==> src/rtl/adc_compute_defines.vh <==
// Purpose: constants for the post-conversion compute unit
// Assumes: one 250 MHz clock, AXI4-Lite register access
// Notes: offsets are byte addresses of aligned 32-bit words
// Behaviour
// - Five modes, three-bit code 0..4
// - Basic: accumulator and count untouched, test always
// - Basic: done flag after all conversions
// - Accumulate: add sample, bump count
// - Count saturates at 0xFF
// - Filtered result is accumulator shifted right, unshifted accumulator in Filter mode
// - Accumulate: done each sample, test each sample
// - Average: test only when count reaches target
// - Average: restart clears when count at target
// - Burst: trigger clears, repeat until target
// - Filter: acc = sample + acc - acc>>shift
// - Filter: test every trigger after target reached
// - Sample is result, or second minus first
// - Clear command zeroes state, self clears
// - Clear takes five oscillator ticks with oscillator selected, else one clock
// - Overflow when sum exceeds 262143
// - Shift field sets right shift amount
// - Software start or external trigger steps
// - Burst retriggers without continuous sampling
// - Met threshold condition sets threshold flag
// - Overflow forces threshold flag at test
`ifndef ADC_COMPUTE_DEFINES_VH
`define ADC_COMPUTE_DEFINES_VH
`define MODE_BASIC        3'h0
`define MODE_ACCUM        3'h1
`define MODE_AVERAGE      3'h2
`define MODE_BURST        3'h3
`define MODE_LOWPASS      3'h4
`define ACC_W             18
`define ACC_MAX           18'h3FFFF
`define CNT_MAX           8'hFF
`define CLEAR_CYCLES      3'h5
`define REG_CONTROL       6'h00
`define REG_STATUS        6'h04
`define REG_ACCUM         6'h08
`define REG_FILTERED      6'h0C
`define REG_COUNT         6'h10
`define REG_REPEAT        6'h14
`define REG_RESULT        6'h18
`define REG_PREV          6'h1C
`define CTL_MODE_LSB      0
`define CTL_SHIFT_LSB     4
`define CTL_DSEN_BIT      8
`define CTL_CONTINUOUS_SAMPLING_BIT      9
`define CTL_OSC_BIT       10
`define CTL_START_BIT     16
`define CTL_CLEAR_BIT     17
`define ST_DONE_BIT       0
`define ST_THRESH_BIT     1
`define ST_OVF_BIT        2
`define ST_FIRST_BIT      3
`define ST_BUSY_BIT       4
`define AXI_OKAY          2'h0
`define AXI_SLVERR        2'h2
`endif

==> src/rtl/adc_post_compute.v <==
// Purpose: post-conversion computation with AXI4-Lite registers
// Assumes: core hands results as one-cycle strobes in the clk domain
// Notes: threshold comparison is outside; this unit says when to test
`include "adc_compute_defines.vh"
module adc_post_compute #(
    parameter ACC_W  = `ACC_W,
    parameter RES_W  = 12,
    parameter CNT_W  = 8
) (
    input  wire             clk,
    input  wire             sys_rst,
    // AXI4-Lite slave
    input  wire [5:0]       s_axi_awaddr,
    input  wire             s_axi_awvalid,
    output reg              s_axi_awready,
    input  wire [31:0]      s_axi_wdata,
    input  wire [3:0]       s_axi_wstrb,
    input  wire             s_axi_wvalid,
    output reg              s_axi_wready,
    output reg  [1:0]       s_axi_bresp,
    output reg              s_axi_bvalid,
    input  wire             s_axi_bready,
    input  wire [5:0]       s_axi_araddr,
    input  wire             s_axi_arvalid,
    output reg              s_axi_arready,
    output reg  [31:0]      s_axi_rdata,
    output reg  [1:0]       s_axi_rresp,
    output reg              s_axi_rvalid,
    input  wire             s_axi_rready,
    // Converter core side
    input  wire             ext_trigger,
    input  wire             osc_tick,
    input  wire             result_valid,
    input  wire [RES_W-1:0] conversion_result,
    input  wire             threshold_met,
    output reg              conv_start,
    output reg              threshold_test,
    output reg              conversion_done_flag,
    output reg              threshold_hit_flag
);
    // One-hot sequencer states
    localparam ST_IDLE  = 4'b0001; // Waiting for a trigger
    localparam ST_CONV  = 4'b0010; // Conversion requested, wait result
    localparam ST_CALC  = 4'b0100; // Apply sample to accumulator
    localparam ST_NEXT  = 4'b1000; // Decide on retrigger

    // Software visible control
    reg  [2:0]       compute_mode_sel;      // Mode code
    reg  [2:0]       accum_shift_sel;       // Shift amount
    reg              double_sample_enable;  // Two conversions per trigger
    reg              continuous_sampling;   // Auto retrigger
    reg              osc_clock_sel;         // Core runs on dedicated_internal_osc
    reg              start_bit;             // Conversion in progress
    reg              accum_clear_cmd;       // Clear pending
    reg  [2:0]       clear_cnt;             // Oscillator ticks seen while clearing
    reg  [CNT_W-1:0] repeat_target;         // Repeat target
    // Compute state
    reg  [ACC_W-1:0] accumulator_value;     // Accumulator
    reg  [ACC_W-1:0] filtered_value;        // Shifted result
    reg  [CNT_W-1:0] sample_count;          // Saturating count
    reg              accum_overflow_flag;   // Sticky overflow
    reg              first_seen;            // First of double pair done
    reg  [RES_W-1:0] prev_result;           // First sample of pair
    reg  [RES_W-1:0] last_result;           // Latest result
    reg  [3:0]       state;                 // Sequencer
    reg              burst_pending;         // Fresh burst trigger

    wire [ACC_W-1:0] acc_shifted;           // Accumulator >> shift
    reg  [ACC_W:0]   next_sum;              // One extra bit for overflow
    reg  [ACC_W-1:0] sample_ext;            // Sample at accumulator width
    reg  [RES_W:0]   diff;                  // Signed difference

    sample_shifter #(.WIDTH(ACC_W)) u_shift (
        .din    (accumulator_value),
        .amount (accum_shift_sel),
        .dout   (acc_shifted)
    );

    // AXI write path: take address and data together
    wire wr_fire   = s_axi_awvalid & s_axi_wvalid & s_axi_awready & s_axi_wready;
    wire wr_ctl    = wr_fire & (s_axi_awaddr == `REG_CONTROL);
    wire wr_status = wr_fire & (s_axi_awaddr == `REG_STATUS) & s_axi_wstrb[0];
    wire wr_known  = (s_axi_awaddr == `REG_CONTROL) | (s_axi_awaddr == `REG_STATUS) |
                     (s_axi_awaddr == `REG_REPEAT);

    // Trigger from software start edge or external event
    wire sw_go    = s_axi_wvalid & s_axi_awvalid & s_axi_awready & s_axi_wready
                    & (s_axi_awaddr == `REG_CONTROL) & s_axi_wstrb[2]
                    & s_axi_wdata[`CTL_START_BIT];
    wire trig     = (sw_go | ext_trigger) & (state == ST_IDLE) & ~accum_clear_cmd;
    wire is_accum = (compute_mode_sel != `MODE_BASIC);
    wire pair_end = ~double_sample_enable | first_seen;
    wire at_rpt   = (sample_count >= repeat_target);

    // Sample from the latched result: core lines move once valid drops
    always @* begin
        diff = {1'b0, last_result} - {1'b0, prev_result};
        if (double_sample_enable)
            sample_ext = {{(ACC_W-RES_W-1){diff[RES_W]}}, diff};
        else
            sample_ext = {{(ACC_W-RES_W){1'b0}}, last_result};
    end

    // Next accumulator value per mode
    always @* begin
        next_sum = {1'b0, accumulator_value};
        case (compute_mode_sel)
            `MODE_ACCUM, `MODE_AVERAGE, `MODE_BURST:
                next_sum = {1'b0, accumulator_value} + {1'b0, sample_ext};
            `MODE_LOWPASS:
                next_sum = {1'b0, accumulator_value} + {1'b0, sample_ext}
                           - {1'b0, acc_shifted};
            default:
                next_sum = {1'b0, accumulator_value};
        endcase
    end

    // Signed difference may wrap below zero; only a carry past the top counts
    wire sum_ovf = next_sum[ACC_W] & ~(double_sample_enable & diff[RES_W]);

    // Test decision for the current pair
    reg  do_test;
    reg  [CNT_W-1:0] next_count;
    always @* begin
        next_count = (sample_count == `CNT_MAX) ? sample_count : sample_count + 1'b1;
        case (compute_mode_sel)
            `MODE_BASIC:   do_test = 1'b1;
            `MODE_ACCUM:   do_test = 1'b1;
            `MODE_AVERAGE: do_test = (next_count >= repeat_target);
            `MODE_BURST:   do_test = (next_count >= repeat_target);
            `MODE_LOWPASS: do_test = (next_count >= repeat_target);
            default:       do_test = 1'b0;
        endcase
    end

    // Sequencer and compute datapath
    always @(posedge clk) begin
        if (sys_rst) begin
            state                <= ST_IDLE;
            accumulator_value    <= {ACC_W{1'b0}};
            filtered_value       <= {ACC_W{1'b0}};
            sample_count         <= {CNT_W{1'b0}};
            accum_overflow_flag  <= 1'b0;
            first_seen           <= 1'b0;
            prev_result          <= {RES_W{1'b0}};
            last_result          <= {RES_W{1'b0}};
            conv_start           <= 1'b0;
            threshold_test       <= 1'b0;
            conversion_done_flag <= 1'b0;
            threshold_hit_flag   <= 1'b0;
            start_bit            <= 1'b0;
            burst_pending        <= 1'b0;
            clear_cnt            <= 3'h0;
        end else begin
            conv_start     <= 1'b0;
            threshold_test <= 1'b0;
            // Software clears flags by writing one; hardware set below wins
            if (wr_status) begin
                if (s_axi_wdata[`ST_DONE_BIT])   conversion_done_flag <= 1'b0;
                if (s_axi_wdata[`ST_THRESH_BIT]) threshold_hit_flag   <= 1'b0;
            end
            // Clear command: zero state, wait for five ticks on oscillator
            if (accum_clear_cmd) begin
                accumulator_value   <= {ACC_W{1'b0}};
                sample_count        <= {CNT_W{1'b0}};
                accum_overflow_flag <= 1'b0;
                if (osc_clock_sel & osc_tick)
                    clear_cnt <= clear_cnt + 3'h1;
            end else begin
                clear_cnt <= 3'h0;
            end
            case (state)
                ST_IDLE: begin
                    if (trig) begin
                        start_bit  <= 1'b1;
                        conv_start <= 1'b1;
                        state      <= ST_CONV;
                        // Restart of a finished average set, or any burst trigger
                        if ((compute_mode_sel == `MODE_AVERAGE && at_rpt) ||
                            compute_mode_sel == `MODE_BURST) begin
                            accumulator_value <= {ACC_W{1'b0}};
                            sample_count      <= {CNT_W{1'b0}};
                        end
                        burst_pending <= (compute_mode_sel == `MODE_BURST);
                    end
                end
                ST_CONV: begin
                    if (~start_bit) begin
                        // Software abort: no flag, no compute
                        state      <= ST_IDLE;
                        first_seen <= 1'b0;
                    end else if (result_valid) begin
                        last_result <= conversion_result;
                        state       <= ST_CALC;
                    end
                end
                ST_CALC: begin
                    // Double sample: one difference per pair
                    if (is_accum & pair_end) begin
                        accumulator_value <= next_sum[ACC_W-1:0];
                        sample_count      <= next_count;
                        if (sum_ovf)
                            accum_overflow_flag <= 1'b1;
                    end
                    if (pair_end) begin
                        first_seen <= 1'b0;
                        conversion_done_flag <= 1'b1;
                        if (do_test) begin
                            threshold_test <= 1'b1;
                            if (threshold_met | accum_overflow_flag | sum_ovf)
                                threshold_hit_flag <= 1'b1;
                        end
                    end else begin
                        first_seen  <= 1'b1;
                        prev_result <= last_result;
                    end
                    state <= ST_NEXT;
                end
                ST_NEXT: begin
                    filtered_value <= (compute_mode_sel == `MODE_LOWPASS)
                                      ? accumulator_value : acc_shifted;
                    burst_pending  <= 1'b0;
                    if (~start_bit) begin
                        state      <= ST_IDLE;
                        first_seen <= 1'b0;
                    end else if (first_seen) begin
                        conv_start <= 1'b1; // Second conversion of the pair
                        state      <= ST_CONV;
                    end else if (compute_mode_sel == `MODE_BURST && !at_rpt) begin
                        conv_start <= 1'b1;
                        state      <= ST_CONV;
                    end else if (continuous_sampling) begin
                        if (compute_mode_sel == `MODE_AVERAGE && at_rpt) begin
                            accumulator_value <= {ACC_W{1'b0}};
                            sample_count      <= {CNT_W{1'b0}};
                        end
                        conv_start <= 1'b1;
                        state      <= ST_CONV;
                    end else begin
                        start_bit <= 1'b0;
                        state     <= ST_IDLE;
                    end
                end
                default: state <= ST_IDLE;
            endcase
            // Software write to start bit may abort a running cycle
            if (wr_ctl & s_axi_wstrb[2] & ~s_axi_wdata[`CTL_START_BIT] & (state != ST_IDLE))
                start_bit <= 1'b0;
        end
    end

    // Control registers and clear command
    always @(posedge clk) begin
        if (sys_rst) begin
            s_axi_awready        <= 1'b0;
            s_axi_wready         <= 1'b0;
            s_axi_bvalid         <= 1'b0;
            s_axi_bresp          <= `AXI_OKAY;
            compute_mode_sel     <= `MODE_BASIC;
            accum_shift_sel      <= 3'h0;
            double_sample_enable <= 1'b0;
            continuous_sampling  <= 1'b0;
            osc_clock_sel        <= 1'b0;
            accum_clear_cmd      <= 1'b0;
            repeat_target        <= {CNT_W{1'b0}};
        end else begin
            s_axi_awready <= 1'b0;
            s_axi_wready  <= 1'b0;
            if (s_axi_awvalid & s_axi_wvalid & ~s_axi_awready & ~s_axi_bvalid) begin
                s_axi_awready <= 1'b1;
                s_axi_wready  <= 1'b1;
            end
            if (wr_fire) begin
                s_axi_bvalid <= 1'b1;
                s_axi_bresp  <= wr_known ? `AXI_OKAY : `AXI_SLVERR;
            end else if (s_axi_bready)
                s_axi_bvalid <= 1'b0;
            // Clear ends after one cycle on the system clock, five ticks on oscillator
            if (accum_clear_cmd &&
                (~osc_clock_sel || clear_cnt == `CLEAR_CYCLES - 3'h1 && osc_tick))
                accum_clear_cmd <= 1'b0;
            if (wr_ctl) begin
                if (s_axi_wstrb[0]) begin
                    compute_mode_sel <= (s_axi_wdata[`CTL_MODE_LSB+2:`CTL_MODE_LSB] > `MODE_LOWPASS)
                                        ? `MODE_BASIC : s_axi_wdata[`CTL_MODE_LSB+2:`CTL_MODE_LSB];
                    accum_shift_sel  <= s_axi_wdata[`CTL_SHIFT_LSB+2:`CTL_SHIFT_LSB];
                end
                if (s_axi_wstrb[1]) begin
                    double_sample_enable <= s_axi_wdata[`CTL_DSEN_BIT];
                    continuous_sampling  <= s_axi_wdata[`CTL_CONTINUOUS_SAMPLING_BIT];
                    osc_clock_sel        <= s_axi_wdata[`CTL_OSC_BIT];
                end
                if (s_axi_wstrb[2] & s_axi_wdata[`CTL_CLEAR_BIT])
                    accum_clear_cmd <= 1'b1;
            end
            if (wr_fire & (s_axi_awaddr == `REG_REPEAT) & s_axi_wstrb[0])
                repeat_target <= s_axi_wdata[CNT_W-1:0];
        end
    end

    // Read mux
    reg [31:0] rd_word;
    reg        rd_known;
    always @* begin
        rd_word  = 32'h0;
        rd_known = 1'b1;
        case (s_axi_araddr)
            `REG_CONTROL:  rd_word = {14'h0, accum_clear_cmd, start_bit, 5'h0, osc_clock_sel,
                                      continuous_sampling, double_sample_enable, 1'b0,
                                      accum_shift_sel, 1'b0, compute_mode_sel};
            `REG_STATUS:   rd_word = {27'h0, (state != ST_IDLE), first_seen, accum_overflow_flag,
                                      threshold_hit_flag, conversion_done_flag};
            `REG_ACCUM:    rd_word = {{(32-ACC_W){1'b0}}, accumulator_value};
            `REG_FILTERED: rd_word = {{(32-ACC_W){1'b0}}, filtered_value};
            `REG_COUNT:    rd_word = {{(32-CNT_W){1'b0}}, sample_count};
            `REG_REPEAT:   rd_word = {{(32-CNT_W){1'b0}}, repeat_target};
            `REG_RESULT:   rd_word = {{(32-RES_W){1'b0}}, last_result};
            `REG_PREV:     rd_word = {{(32-RES_W){1'b0}}, prev_result};
            default:       rd_known = 1'b0;
        endcase
    end

    // AXI read path: one read at a time
    always @(posedge clk) begin
        if (sys_rst) begin
            s_axi_arready <= 1'b0;
            s_axi_rvalid  <= 1'b0;
            s_axi_rdata   <= 32'h0;
            s_axi_rresp   <= `AXI_OKAY;
        end else begin
            s_axi_arready <= 1'b0;
            if (s_axi_arvalid & ~s_axi_arready & ~s_axi_rvalid)
                s_axi_arready <= 1'b1;
            if (s_axi_arvalid & s_axi_arready) begin
                s_axi_rvalid <= 1'b1;
                s_axi_rdata  <= rd_word;
                s_axi_rresp  <= rd_known ? `AXI_OKAY : `AXI_SLVERR;
            end else if (s_axi_rready)
                s_axi_rvalid <= 1'b0;
        end
    end
endmodule // adc_post_compute

==> src/rtl/sample_shifter.v <==
// Purpose: logical right shift of the accumulator by the shift field
// Assumes: shift field three bits wide
// Notes: shared by the filtered output and the low-pass update
module sample_shifter #(
    parameter WIDTH = 18
) (
    input  wire [WIDTH-1:0] din,
    input  wire [2:0]       amount,
    output wire [WIDTH-1:0] dout
);
    // Zero fill: accumulator is treated as unsigned magnitude
    assign dout = din >> amount;
endmodule // sample_shifter

==> config.mk <==
export PLATFORM = sky130hd
export DESIGN_NAME = adc_post_compute
export DESIGN_NICKNAME = d
export VERILOG_FILES = /design/src/rtl/adc_post_compute.v /design/src/rtl/sample_shifter.v
export VERILOG_INCLUDE_DIRS = /design/src /design/src/rtl
export SDC_FILE = /design/constraint.sdc
export NUM_CORES = 1
export LEC_CHECK = 0
export BUFFER_PORTS_ARGS = -buffer_cell sky130_fd_sc_hd__clkbuf_2
export CAP_MARGIN = 20
export CORE_MARGIN = 2
export CORE_UTILIZATION = 40
export DETAILED_ROUTE_END_ITERATION = 12
export PLACE_DENSITY = 0.6
export RECOVER_POWER = 50
export SLEW_MARGIN = 20
export SYNTH_ARGS = -nofsm -noshare
export SYNTH_HDL_FRONTEND = slang
export SYNTH_SLANG_ARGS = --single-unit
==> constraint.sdc <==
create_clock -name clk -period 5.6 [get_ports clk]
set_input_delay 0.56 -clock clk [delete_from_list [all_inputs] [get_ports clk]]
set_output_delay 0.56 -clock clk [all_outputs]
set_load 0.05 [all_outputs]
==> flow_summary.yaml, run 1 <==
clocking:
  cts_hold_buffers: 0
  cts_tree: "done"
  clk_path_buf_depth: 2
  cts_buffers: 17
  cts_max_level: 4
  numClockSinks: 124
  clk_pin_slew_worst_paths_ns: 0.06
  root_buffer: "clkbuf_16"
  clkLatencyLatePin_ns: 0.43
detailed_routing:
  wl_per_cell_um: 19.6
  first_iter_violations: 931
  viasPerCell: 5.94
  totalWireLength_mm: 31.6
  ant_nets: 0
  drc_errors: 0
  dr_total_vias: 9554
  drt_pass1_iterations: 8
worst_setup_path:
  r2r_cells: 24
  arrival_ns: 5.67
  cp_max_fo: 6
  critical_path_class: "flop to flop"
  cp.required_ns: 5.93
  end_kind: "flop"
  startpoint_type: "flop"
placed_design:
  dp_hpwl_mm: 23.0
  dp_cells: 1573
  place_area_mm2: 0.0101
  numPortBuffers: 79
  gp_congestion: 0.894
synthesis:
  synth_cell_types: 73
  yosysWarnings: 0
  synthTopCellsByArea: "dfxtp_1 (27%), ha_1 (9.0%), a21oi_1 (7.6%)"
  synthTopCellsByCount: "nor2_1 (147), a21oi_1 (142), dfxtp_1 (124)"
  synth-seq-cells: 124
  synth_area_per_cell_um2: 7.72
  synthesis.area_mm2: 0.00933
  postSynth.topFlopCell: "dfxtp_1"
  ys_seq_area_frac: 0.266
  synth-edff-count: 0
  synth_cells: 1208
  synth_top_area_cell: "dfxtp_1"
  yosysMostFrequentCell: "nor2_1"
  synth_top_area_share: 0.266
  synthArstFlopShare: 0
cells_and_area:
  syn_to_final_growth_pct: 16.3
  fin_nets: 1423
  diodes: 0
  final_area_mm2: 0.0108
  final_cell_count_no_fill: 1608
  drive_gt1_frac: 0.137
status:
  outcome: "finished clean"
min_path:
  hold_class: "primary input to flop"
  hold-path-cell-count: 3
timing:
  hold_viol: 0
  min_period_ns: 5.34
  slew_headroom: 0.276
  setup_viol: 0
  period_share: 0.954
  drv_slew: 0
  fin_skew_ns: 0.0151
  holdWs_ns: 0.361
  fmax_ghz: 0.187
  tightest_slew_ns: 1.09
  setup_tns_ns: 0
global_routing:
  gr-total-overflow: 0
  grt_pass1_wl_mm: 49.0
  antenna_found_initial: 0
  grt_max_degree: 91
  grt_use_total: 0.256
  grt_pass1_vias: 8743
power:
  sequentialPowerShare: 0.398
  power_frac_comb: 0.067
  p_switching_w: 0.000552
  ir_drop_v: 0.000156
  clockPowerShare: 0.535
  p_leak_nw: 4.25
  p_int_w: 0.00171
  netSwitchingFraction: 0.245
  p_per_area_mw_per_mm2: 208
floorplanning:
  design.die.area_mm2: 0.0246
  start_util: 0.410
  io_pins: 116
  die_w_um: 157
  num_rows: 55
  core_mm2: 0.0228
  die_h_um: 157
job:
  cap_viol_max_count: 0
kinds of logic (layout without fill, tap and decap cells):
logic type | count (synthesis) | count (layout) | synth area share
simple gates | 416 | 416 | 0.212
xor+xnor | 38 | 38 | 0.0357
other cells | 1 | 16 | 0.000402
flops | 124 | 124 | 0.266
mux | 51 | 51 | 0.0643
buf+inv | 120 | 192 | 0.0573
fa+ha+maj | 70 | 70 | 0.0963
compound gates | 388 | 388 | 0.268
path summary, 6_finish.rpt:
| kind | startpoint | endpoint | slack [ns] |
|---|---|---|---|
| max | prev_result[1]$_SDFFE_PP0P_ | accumulator_value[15]$_SDFFE_PP0P_ | 0.26 |
| min | s_axi_wvalid | s_axi_wready$_SDFF_PP0_ | 0.36 |
| max reg2reg | prev_result[1]$_SDFFE_PP0P_ | accumulator_value[15]$_SDFFE_PP0P_ | 0.26 |
| min reg2reg | s_axi_bvalid$_SDFFE_PP0P_ | s_axi_wready$_SDFF_PP0_ | 0.45 |
worst max-delay path: stages, from the launching register on:
cell	delay (ns)
dfxtp_1	0.41
inv_1	0.07
ha_1	0.28
nor2b_1	0.12
o21a_1	0.18
o21ai_1	0.19
a21o_1	0.17
nand2_1	0.05
a21oi_1	0.18
xnor2_1	0.08
mux2_2	0.27
ha_1	0.30
a211o_1	0.35
nor3_2	0.18
buf_4	0.16
o211ai_1	0.11
a21oi_1	0.22
xnor2_1	0.21
ha_1	0.35
nor2b_1	0.16
o21a_1	0.21
or4_1	0.47
nand4_1	0.17
a21oi_1	0.08
o32ai_1	0.26
timing repair:
item / 4_1_cts / 5_1_grt
endpoints found under the hold margin: 0 / 0
endpoints found under the setup margin: 2 / 6
pin swaps: 0 / 10
gates resized for setup: 1 / 31
setup buffers: 0 / 3
per-stage QoR:
stage / total power (W) / setup WS [ns] / utilization
final: 0.00226 / 0.259 / 0.476
after global routing: 0.00232 / -0.0402 / 0.476
after CTS: 0.00226 / 0.0223 / 0.471
after detailed placement: 0.00107 / -0.00190 / 0.444
after global placement: 0.00107 / 0.0684 / 0.443
after floorplan: 0.00103 / 0.393 / -
area by class of cell:
class | count | area, um2
Tap cell | 313 | 392
Clock buffer | 22 | 464
Multi-Input combinational cell | 979 | 6540
Sequential cell | 124 | 2480
Fill cell | 2249 | 11900
Clock inverter | 10 | 163
Timing Repair Buffer | 118 | 654
Inverter | 42 | 158
routing by layer:
layer  vias to the layer above  wire [um]  global-route usage
met4                         0        698              0.0808
met1                      4516      15000               0.369
met2                       403      13800               0.393
met3                        55       2050              0.0354
met5                         -          0                   0
li1                       4580          -                   -
state kept, by name, indices dropped and copies added (netlist names), 3 cells and up:
signal and cells:
clear_cnt 3, repeat_target 8, compute_mode_sel 3, state 4
accumulator_value 18, s_axi_rdata 18, sample_count 8, filtered_value 18
prev_result 12, accum_shift_sel 3, last_result 12
cells in the final DEF, fill, tap and decap left out, types with 33 or more instances in the layout:
cell type	count
a21oi_1	136
a22oi_1	33
buf_4	40
clkbuf_2	49
dfxtp_1	124
ha_1	65
inv_1	40
mux2i_1	33
nand2_1	116
nor2_1	145
o21ai_0	49
power groups by stage:
stage	clock [W]	combinational [W]	sequential [W]
2_1_floorplan	0	0.000102	0.000923
3_3_place_gp	0	0.000148	0.000918
3_5_place_dp	0	0.000148	0.000918
4_1_cts	0.00121	0.000149	0.000898
5_1_grt	0.00126	0.000164	0.000900
6_report	0.00121	0.000152	0.000899
Power figures use the tool's default switching activity.
==> run 2: changes to the inputs <==
==> constraint.sdc (replaced) <==
create_clock -name clk -period 5.6 [get_ports clk]
set_input_delay 0.28 -clock clk [delete_from_list [all_inputs] [get_ports clk]]
set_output_delay 0.28 -clock clk [all_outputs]
set_load 0.05 [all_outputs]
==> flow_summary.yaml, run 2 (synthesized netlist as in run 1, its figures left out) <==
status:
  outcome: "complete, but fails checks"
  violations: "max-capacitance violations, max-slew violations"
cells_and_area:
  largest_registers: "accumulator_value x18, filtered_value x18, s_axi_rdata x18"
  final_cell_count_no_fill: 1610
  fin_util: 0.477
  fin_nets: 1425
  drive_gt1_frac: 0.146
  layout_common_cells: "nor2_1 (145), a21oi_1 (138), dfxtp_1 (121), nand2_1 (115), ha_1 (61)"
  final_area_mm2: 0.0109
  diodes: 0
  layout_commonest_cell: "nor2_1"
  syn_to_final_growth_pct: 16.6
worst_setup_path:
  critical_path_class: "flop to flop"
  end_kind: "flop"
  cp.required_ns: 5.90
  cp_max_fo: 3
  r2r-start: "prev_result[2]$_SDFFE_PP0P_"
  path_buf_inv: 4
  r2r-end: "threshold_hit_flag$_SDFF_PP0_"
  reg2reg_slack_ns: 0.31
  setup.worst_path.start: "prev_result[2]$_SDFFE_PP0P_"
  arrival_ns: 5.60
  cp_slowest_cell: "or4_4"
  slowest_delay_ns: 0.55
  r2r_cells: 25
  cp-endpoint: "threshold_hit_flag$_SDFF_PP0_"
  startpoint_type: "flop"
  cp.depth: 25
  crit_family: "compound AO/OA/AOI/OAI gates"
power:
  ir_drop_v: 0.000161
  p_per_area_mw_per_mm2: 199
  total_power_w: 0.00216
  p_leak_nw: 4.23
placed_design:
  dp_hpwl_mm: 23.2
  numPortBuffers: 79
  dp_cells: 1572
  gp_congestion: 0.926
  place_area_mm2: 0.0101
timing:
  fmax_ghz: 0.189
  fin_skew_ns: 0.0171
  min_period_ns: 5.29
  hold_viol: 0
  tightest_slew_ns: 2.84
  period_share: 0.945
  drv_slew: 59
  slew_headroom: -0.896
  setup_viol: 0
detailed_routing:
  drc_errors: 0
  drt_pass1_iterations: 5
  totalWireLength_mm: 31.9
  dr_total_vias: 9532
  wl_per_cell_um: 19.8
  viasPerCell: 5.92
  first_iter_violations: 863
  ant_nets: 0
clocking:
  cts_buffers: 17
  clk_path_buf_depth: 2
  clk_pin_slew_worst_paths_ns: 0.06
  clkLatencyLatePin_ns: 0.44
  root_buffer: "clkbuf_16"
  cts_max_level: 4
  cts_tree: "done"
  numClockSinks: 124
floorplanning:
  design.die.area_mm2: 0.0246
  num_rows: 55
  io_pins: 116
  die_h_um: 157
  core_mm2: 0.0228
  die_w_um: 157
  start_util: 0.410
min_path:
  hold_class: "primary input to flop"
  hold-path-cell-count: 3
global_routing:
  grt_use_total: 0.257
  antenna_found_initial: 0
  grt_max_degree: 59
  grt_pass1_wl_mm: 48.7
  grt_pass1_vias: 8731
  gr-total-overflow: 0
job:
  cap_viol_max_count: 1
==> run 2: worst min-delay path, cell delays in order <==
cell	delay [ns]
clkbuf_2	0.08
nand2_1	0.05
a21oi_1	0.05
==> run 2: worst min-delay path by stage <==
stage	start	to	slack, ns
global route	s_axi_wvalid	s_axi_wready$_SDFF_PP0_	0.09
CTS	s_axi_wdata[3]	repeat_target[3]$_SDFFE_PP0P_	0.07
finish	s_axi_wdata[3]	repeat_target[3]$_SDFFE_PP0P_	0.07
floorplan	s_axi_wvalid	s_axi_wready$_SDFF_PP0_	0.40
global placement	s_axi_bvalid$_SDFFE_PP0P_	s_axi_wready$_SDFF_PP0_	0.44
detailed placement	s_axi_bvalid$_SDFFE_PP0P_	s_axi_wready$_SDFF_PP0_	0.44
==> run 2: layout make-up <==
type | count | area (um2)
fillers | 2304 | 11900
multi-input cells | 979 | 6590
flip-flops and latches | 124 | 2490
repair buffers | 120 | 662
clock buffers | 18 | 439
well taps | 313 | 392
inverters | 42 | 158
clock inverters | 14 | 145
==> run 2: power breakdown <==
group | switching (W) | total (W) | internal, W
Combinational | 0.000106 | 0.000154 | 0.0000478
Clock | 0.000443 | 0.00111 | 0.000666
Sequential | 0.00000957 | 0.000899 | 0.000889
Total | 0.000559 | 0.00216 | 0.00160
==> run 2: stage by stage <==
stage               hold slack, ns  setup TNS [ns]  setup slack, ns
floorplan                    0.399               0            0.393
global placement             0.437               0           0.0516
detailed placement           0.445         -0.0912          -0.0558
CTS                         0.0715               0           0.0155
global route                0.0884         -0.0222          -0.0222
finish                      0.0743               0            0.306
==> run 2: layer usage <==
metal / up-vias / share of wire / global-route usage
met5: - / 0.0025 / 0.0248
met4: 2 / 0.018 / 0.0642
met3: 48 / 0.077 / 0.0518
met2: 378 / 0.45 / 0.402
met1: 4542 / 0.45 / 0.359
li1: 4562 / - / -
==> run 2: repair_timing <==
item                                    4_1_cts  5_1_grt
gates cloned                                  0        0
buffers inserted                              0        6
resized for setup                             1       45
pin swaps                                     0       17
hold buffers                                  0        0
endpoints found under the setup margin        2        8
